## src/hw/qdc_pkg.sv

```systemverilog
// package: register map, field layout and types of the quad dac common config registers
package qdc_pkg;
   // register indices on the direct port
   localparam logic [7:0] QDC_ADDR_CH0 = 8'h19;
   localparam logic [7:0] QDC_ADDR_CH3 = 8'h1C;
   localparam logic [7:0] QDC_ADDR_CFG = 8'h1F;
   localparam logic [7:0] QDC_ADDR_TRG = 8'h20;
   // pmbus page and command codes
   localparam logic [7:0] QDC_PAGE_COMMON = 8'hFF;
   localparam logic [7:0] QDC_PAGE_CH3 = 8'h03;
   localparam logic [7:0] QDC_PMB_CFG = 8'hE3;
   localparam logic [7:0] QDC_PMB_TRG = 8'hE4;
   localparam logic [7:0] QDC_PMB_DATA = 8'h21;
   // reset values
   localparam logic [15:0] QDC_CFG_RESET = 16'h0FFF;
   localparam logic [15:0] QDC_TRG_RESET = 16'h0000;
   localparam logic [15:0] QDC_CODE_RESET = 16'h0000;
   // masks of stored code bits: 12-bit and 10-bit variants
   localparam logic [15:0] QDC_CODE_MASK_12 = 16'hFFF0;
   localparam logic [15:0] QDC_CODE_MASK_10 = 16'hFFC0;
   // trigger register fields
   localparam int QDC_TRG_UNLOCK_HI = 15;
   localparam int QDC_TRG_UNLOCK_LO = 12;
   localparam int QDC_TRG_RESET_HI = 11;
   localparam int QDC_TRG_RESET_LO = 8;
   localparam int QDC_TRG_LOAD = 7;
   localparam int QDC_TRG_CLEAR = 6;
   localparam int QDC_TRG_FDUMP = 4;
   localparam int QDC_TRG_PROTECT = 3;
   localparam int QDC_TRG_READ1 = 2;
   localparam int QDC_TRG_NVPROG = 1;
   localparam int QDC_TRG_NVLOAD = 0;
   localparam logic [3:0] QDC_UNLOCK_CODE = 4'h5;
   localparam logic [3:0] QDC_POR_CODE = 4'hA;
   localparam int QDC_CFG_LOCK = 14;
   localparam int QDC_CFG_FDSEL = 13;
   localparam int QDC_NCH = 4;

   // voltage power-down selections
   typedef enum logic [1:0] {
      QDC_VPD_UP = 2'h0,
      QDC_VPD_10K = 2'h1,
      QDC_VPD_100K = 2'h2,
      QDC_VPD_HIZ = 2'h3
   } qdc_vpd_t;

   // per-channel power-down controls, three bits each
   typedef struct packed {
      qdc_vpd_t voltage_powerdown_mode;
      logic current_powerdown;
   } qdc_chpd_t;

   // common configuration register as laid out, bit 15 first
   typedef struct packed {
      logic comparator_latch_select;
      logic register_lock;
      logic fault_dump_read_select;
      logic internal_ref_enable;
      qdc_chpd_t [QDC_NCH-1:0] pd;
   } qdc_cfg_t;

   // register request from the serial front end
   typedef struct packed {
      logic wr;
      logic rd;
      logic pmbus;
      logic [7:0] page;
      logic [7:0] addr;
      logic [15:0] wdata;
   } qdc_req_t;

   // one-cycle trigger pulses
   typedef struct packed {
      logic load_outputs_trigger;
      logic clear_outputs_trigger;
      logic fault_dump;
      logic protect;
      logic single_read_trigger;
      logic nonvolatile_program_trigger;
      logic nonvolatile_reload_trigger;
      logic por;
   } qdc_trig_t;
endpackage : qdc_pkg

```

## src/hw/qdc_regs.sv

```systemverilog
// module: common configuration, trigger and channel code registers of the quad dac
`timescale 1ns/1ps

// Summary of operation
// - channel code is unsigned binary, msb-first
// - low four bits ignored, ten-bit drops two more
// - lock bit set blocks code, config and trigger action writes; the unlock field stays writable
// - bit 13 picks fault-dump address 00/01
// - two-bit voltage power-down mode per channel
// - one-bit current power-down per channel
// - configuration resets to 0FFF, all powered down
// - trigger resets zero with documented field layout
// - pmbus page FF reaches E3 and E4
// - only unlock code 0101 is accepted
// - reset code 1010 fires self-clearing por
module qdc_regs #(
   parameter bit TEN_BIT = 1'b0 // 1 selects the ten-bit variant
) (
   input wire logic i_clk, // 200 mhz clock
   input wire logic i_reset, // synchronous reset, active high
   input wire qdc_pkg::qdc_req_t i_req, // decoded register request
   output logic [15:0] o_rdata, // read data
   output logic o_rvalid, // read data valid pulse
   output qdc_pkg::qdc_cfg_t o_cfg, // common configuration fields
   output logic [15:0] o_code [qdc_pkg::QDC_NCH], // channel codes, left aligned
   output qdc_pkg::qdc_trig_t o_trig, // trigger pulses
   output logic o_locked // register lock state
);
   import qdc_pkg::*;

   qdc_cfg_t cfg;
   logic [3:0] unlock_field;
   logic unlock_armed;
   logic por_pending;
   logic soft_reset;
   logic sel_cfg;
   logic sel_trg;
   logic sel_ch;
   logic [1:0] ch_idx;
   logic cfg_wr_ok;
   logic trg_wr;
   logic [15:0] code_mask;
   logic [15:0] next_rdata;
   logic [15:0] code [QDC_NCH];

   assign soft_reset = i_reset | por_pending;
   assign code_mask = TEN_BIT ? QDC_CODE_MASK_10 : QDC_CODE_MASK_12;

   // address decode for the direct index and the pmbus page/command form
   always_comb begin
      sel_cfg = 1'b0;
      sel_trg = 1'b0;
      sel_ch = 1'b0;
      ch_idx = 2'h0;
      if (i_req.pmbus) begin
         sel_cfg = (i_req.page == QDC_PAGE_COMMON) && (i_req.addr == QDC_PMB_CFG);
         sel_trg = (i_req.page == QDC_PAGE_COMMON) && (i_req.addr == QDC_PMB_TRG);
         sel_ch = (i_req.page <= QDC_PAGE_CH3) && (i_req.addr == QDC_PMB_DATA);
         ch_idx = i_req.page[1:0];
      end else begin
         sel_cfg = i_req.addr == QDC_ADDR_CFG;
         sel_trg = i_req.addr == QDC_ADDR_TRG;
         sel_ch = (i_req.addr >= QDC_ADDR_CH0) && (i_req.addr <= QDC_ADDR_CH3);
         ch_idx = 2'(i_req.addr - QDC_ADDR_CH0);
      end
   end

   // a locked config write only passes when armed and clearing the lock
   assign cfg_wr_ok = i_req.wr && sel_cfg && (!cfg.register_lock || (unlock_armed &&
      !i_req.wdata[QDC_CFG_LOCK]));
   assign trg_wr = i_req.wr && sel_trg;

   // common configuration register
   always_ff @(posedge i_clk) begin
      if (soft_reset) begin
         cfg <= qdc_cfg_t'(QDC_CFG_RESET);
      end else if (cfg_wr_ok) begin
         cfg <= qdc_cfg_t'(i_req.wdata);
      end
   end

   // unlock field and arming: only the unlock code arms, any config write disarms
   always_ff @(posedge i_clk) begin
      if (soft_reset) begin
         unlock_field <= QDC_TRG_RESET[QDC_TRG_UNLOCK_HI:QDC_TRG_UNLOCK_LO];
         unlock_armed <= 1'b0;
      end else if (trg_wr) begin
         unlock_field <= i_req.wdata[QDC_TRG_UNLOCK_HI:QDC_TRG_UNLOCK_LO];
         unlock_armed <= i_req.wdata[QDC_TRG_UNLOCK_HI:QDC_TRG_UNLOCK_LO] ==
            QDC_UNLOCK_CODE;
      end else if (i_req.wr && sel_cfg) begin
         unlock_armed <= 1'b0;
      end
   end

   // trigger pulses; all actions self-clear after one cycle
   always_ff @(posedge i_clk) begin
      if (soft_reset) begin
         o_trig <= '0;
         por_pending <= 1'b0;
      end else begin
         o_trig <= '0;
         por_pending <= 1'b0;
         if (trg_wr && !cfg.register_lock) begin
            o_trig.load_outputs_trigger <= i_req.wdata[QDC_TRG_LOAD];
            o_trig.clear_outputs_trigger <= i_req.wdata[QDC_TRG_CLEAR];
            o_trig.fault_dump <= i_req.wdata[QDC_TRG_FDUMP];
            o_trig.protect <= i_req.wdata[QDC_TRG_PROTECT];
            o_trig.single_read_trigger <= i_req.wdata[QDC_TRG_READ1];
            o_trig.nonvolatile_program_trigger <= i_req.wdata[QDC_TRG_NVPROG];
            o_trig.nonvolatile_reload_trigger <= i_req.wdata[QDC_TRG_NVLOAD];
            if (i_req.wdata[QDC_TRG_RESET_HI:QDC_TRG_RESET_LO] == QDC_POR_CODE) begin
               o_trig.por <= 1'b1;
               por_pending <= 1'b1;
            end
         end
      end
   end

   // channel code registers, low bits forced to zero
   for (genvar ch = 0; ch < QDC_NCH; ch++) begin : g_ch
      always_ff @(posedge i_clk) begin
         if (soft_reset) begin
            code[ch] <= QDC_CODE_RESET;
         end else if (i_req.wr && sel_ch && ch_idx == 2'(ch) && !cfg.register_lock) begin
            code[ch] <= i_req.wdata & code_mask;
         end
      end
      assign o_code[ch] = code[ch];
   end

   // read mux; unmapped indices read zero, trigger actions read zero
   always_comb begin
      next_rdata = 16'h0000;
      if (sel_cfg) begin
         next_rdata = cfg;
      end else if (sel_trg) begin
         next_rdata = {unlock_field, 12'h000};
      end else if (sel_ch) begin
         next_rdata = code[ch_idx];
      end
   end

   // registered read answer, one cycle after the strobe
   always_ff @(posedge i_clk) begin
      if (i_reset) begin
         o_rdata <= 16'h0000;
         o_rvalid <= 1'b0;
      end else begin
         o_rvalid <= i_req.rd;
         o_rdata <= i_req.rd ? next_rdata : 16'h0000;
      end
   end

   assign o_cfg = cfg;
   assign o_locked = cfg.register_lock;
endmodule : qdc_regs
```

## config.mk

```make
export PLATFORM = sky130hd
export DESIGN_NAME = qdc_regs
export DESIGN_NICKNAME = d
export VERILOG_FILES = /design/src/hw/qdc_pkg.sv /design/src/hw/qdc_regs.sv
export SDC_FILE = /design/constraint.sdc
export NUM_CORES = 1
export LEC_CHECK = 0
export BUFFER_PORTS_ARGS = -buffer_cell sky130_fd_sc_hd__clkbuf_2
export CAP_MARGIN = 25
export CORE_MARGIN = 2
export CORE_UTILIZATION = 35
export CTS_CLUSTER_SIZE = 25
export DETAILED_ROUTE_END_ITERATION = 10
export PLACE_DENSITY = 0.63
export SETUP_SLACK_MARGIN = 0.05
export SLEW_MARGIN = 15
export SYNTH_ARGS = -nofsm -noshare
export SYNTH_HDL_FRONTEND = slang
export SYNTH_SLANG_ARGS = --single-unit
```

## constraint.sdc

```tcl
create_clock -name i_clk -period 3.7 [get_ports i_clk]
set_input_delay 0.74 -clock i_clk [delete_from_list [all_inputs] [get_ports i_clk]]
set_output_delay 0.74 -clock i_clk [all_outputs]
set_load 0.02 [all_outputs]
```

==> impl_metrics.yaml <==
synthesis:
  netlist_area_um2: 4150
  yosysWarningCount: 0
  synthTopCellsByCount: "59 x and2_1, 48 x edfxtp_1, 46 x dfxtp_1"
  avgSynthCellArea_um2: 12.5
  synth_top_area_share_pct: 34.8
  synth_area_leaders: "edfxtp_1 35%, dfxtp_1 22%, and2_1 8.9%, mux4_2 6.5%, mux2i_1 4.8%"
  synth_cell_types: 44
  yosys_register_bits: 94
  synth-edff-count: 48
  async_flop_share_pct: 0
  syn_inst: 331
  ys_seq_area_share_pct: 57.0
  synth_top_flop_cell: "edfxtp_1"
  yosysTopAreaCell: "edfxtp_1"
  yosysMostFrequentCell: "and2_1"
clocking:
  path_clk_slew_ns: 0.06
  clkSinkCount: 94
  htreeDepth: 3
  ctsRootBufferMaster: "clkbuf_16"
  cts_inserted_buffers: 9
  cts_tree: "yes"
  cts_max_path_buffers: 2
  cts_hold_buf: 0
  clock_latency_ns: 0.34
  cts_resized: 0
  postCtsSetupBuffers: 0
placement:
  placed_cells: 599
  io_buffers: 126
  gp_congestion: 0.806
  dp_hpwl_mm: 8.23
floorplanning:
  dieArea_um2: 12700
  die_x_um: 113
  core_um2: 11500
  initial_core_util_pct: 36.2
  num_rows: 39
  pin_count: 143
  dieHeight_um: 113
layout:
  drive_gt1_share_pct: 38.3
  area_delta_synth_final_pct: 25.9
  final_nets: 508
  ff_latch_area_um2: 2360
  multi_input_area_um2: 1640
  antenna_cells: 0
  n_fill_cell: 1075
  final_cells: 615
power_and_ir_drop:
  p_int_mw: 1.68
  combinationalPowerShare_pct: 10.1
  p_sw_uw: 549
  ir_drop_v: 0.000228
  seqPwrFrac_pct: 51.3
  clkPwrFrac_pct: 38.6
  power_density_nw_per_um2: 427
  leakagePower_nw: 2.15
  switching_share_pct: 24.7
timing:
  post-route-period-util_pct: 77.6
  fin_tns_setup_ns: 0
  clock_skew_ns: 0.00864
  setup_viol: 0
  fmax_ghz: 0.348
  tightest_slew_ns: 0.849
  fin_crit_ns: 2.87
  max-slew-margin-rel_pct: 43.4
  rsz0062_at_grt: "false"
  hold_violations: 0
  drv_slew: 0
worst_setup_path:
  ff2ff_path_depth: 6
  crit_path_cell_trace: "clkbuf_2 -> or3b_1 -> or4_4 -> o2bb2ai_1 -> nand2_1 -> o31ai_2 -> buf_4"
  cp_slowest_cell: "or4_4"
  reg2reg_from: "unlock_armed"
  worstSetupPathType: "primary input to register"
  crit_path_max_fanout: 12
  r2r_setup_slack_ns: 1.92
  crit_required_ns: 3.73
  slowest_delay_ns: 0.48
  crit_family: "simple AND/OR/NAND/NOR gates"
  crit-reg2reg-capture: "o_cfg[9]"
  crit_path_start_kind: "primary input"
  cp.arrival_ns: 2.90
  end_kind: "register"
  cp_num_buf_inv: 2
status:
  status: "finished clean"
route:
  via_count: 3045
  ant_nets: 0
  drtIter0Drc: 199
  firstDrtPassIters: 4
  routed.top_layer: "met4"
  via_per_inst: 4.95
  totalWireLength_mm: 11.1
  dr_wl_met2_mm: 5.27
  wl_met1_mm: 4.91
  routed-wl-met3_um: 754
  routedWlPerCell_um: 18.0
  drc: 0
min_path:
  hold_start: "o_cfg[0]"
  hp-class: "register to register"
  hold_path_end: "o_rdata[0]"
  whs_path_depth: 1
grt:
  grt_pass1_vias: 3002
  grt_usage_pct: 17.6
  grt_pass1_wl_mm: 17.1
  grt_max_degree: 20
  antenna_found_initial: 0
  gr-total-overflow: 0
flow_run:
  cap_violations: 0
==> layout by cell type (no fill, tap or decap), types with 7 or more instances in the layout <==
cell type,instances
a22o_1,9
and2_1,59
buf_4,15
clkbuf_16,9
clkbuf_2,126
conb_1,16
dfxtp_1,46
edfxtp_1,48
mux2i_1,19
mux4_2,12
nand2_1,22
nor2_1,13
o21ai_0,7
==> sequential cells by signal (all words and copies together), names as in the netlist <==
signal	count
unlock_armed	1
unlock_field	4
code	48
o_cfg	15
o_rdata	16
o_trig	7
o_locked	1
o_rvalid	1
por_pending	1
==> power groups by stage <==
stage | registers, mW | clock network, mW | logic, mW
after global routing | 1.14 | 0.922 | 0.241
after global placement | 1.16 | 0 | 0.223
after floorplan | 1.19 | 0 | 0.106
final | 1.14 | 0.861 | 0.225
after detailed placement | 1.16 | 0 | 0.225
after CTS | 1.14 | 0.878 | 0.226
==> worst max path at each step <==
stage	depth (start not counted)	from	slack [ns]	to
floorplan	5	i_req[20]	0.23	code[1][0]
CTS	7	i_req[20]	0.86	code[1][5]
global route	7	i_req[20]	0.71	code[1][4]
finish	7	i_req[20]	0.83	code[1][5]
detailed placement	7	i_req[20]	0.51	code[1][8]
global placement	7	i_req[20]	0.59	code[1][5]
==> kinds of logic (layout without fill, tap and decap cells) <==
family | Yosys count | after routing | share of synthesized area, %
AND/OR/NAND/NOR | 123 | 123 | 17.0
buffers and inverters | 36 | 162 | 5.07
other | 1 | 16 | 0.0904
adder cells (fa/ha/maj) | 4 | 4 | 1.21
multiplexers | 33 | 33 | 11.9
flip-flops | 94 | 94 | 57.0
AO/OA/AOI/OAI | 40 | 40 | 7.79
==> routing by layer <==
metal,GRT usage [%],up-vias
met5,0,-
met4,4.72,0
met3,4.45,8
met2,28.3,128
met1,23.9,1479
li1,-,1430
==> worst reg2reg max path: cells and delay by family, from the launching register on <==
kind | cells | cell delay, ns
mux | 1 | 0.24
compound gates | 2 | 0.59
simple gates | 2 | 0.16
buf+inv | 1 | 0.32
flops | 1 | 0.35
==> final cells by class <==
class | instances | area share (%)
Multi-Input combinational cell | 216 | 31.5
Clock inverter | 5 | 0.599
Inverter | 5 | 0.360
Clock buffer | 11 | 4.65
Timing Repair Buffer | 141 | 14.2
Tap cell | 143 | 3.43
Sequential cell | 94 | 45.3
==> stage by stage <==
step	hold slack (ns)	power, mW	instance area [um2]	setup slack (ns)	util, %
2_1_floorplan	0.461	1.30	4200	0.233	-
3_3_place_gp	0.466	1.39	4940	0.594	43.1
3_5_place_dp	0.474	1.39	4940	0.512	43.1
4_1_cts	0.489	2.25	5220	0.863	45.5
5_1_grt	0.517	2.31	5220	0.710	45.5
6_report	0.488	2.23	5220	0.830	45.5
Note: power is estimated with default switching activity, not from simulation.
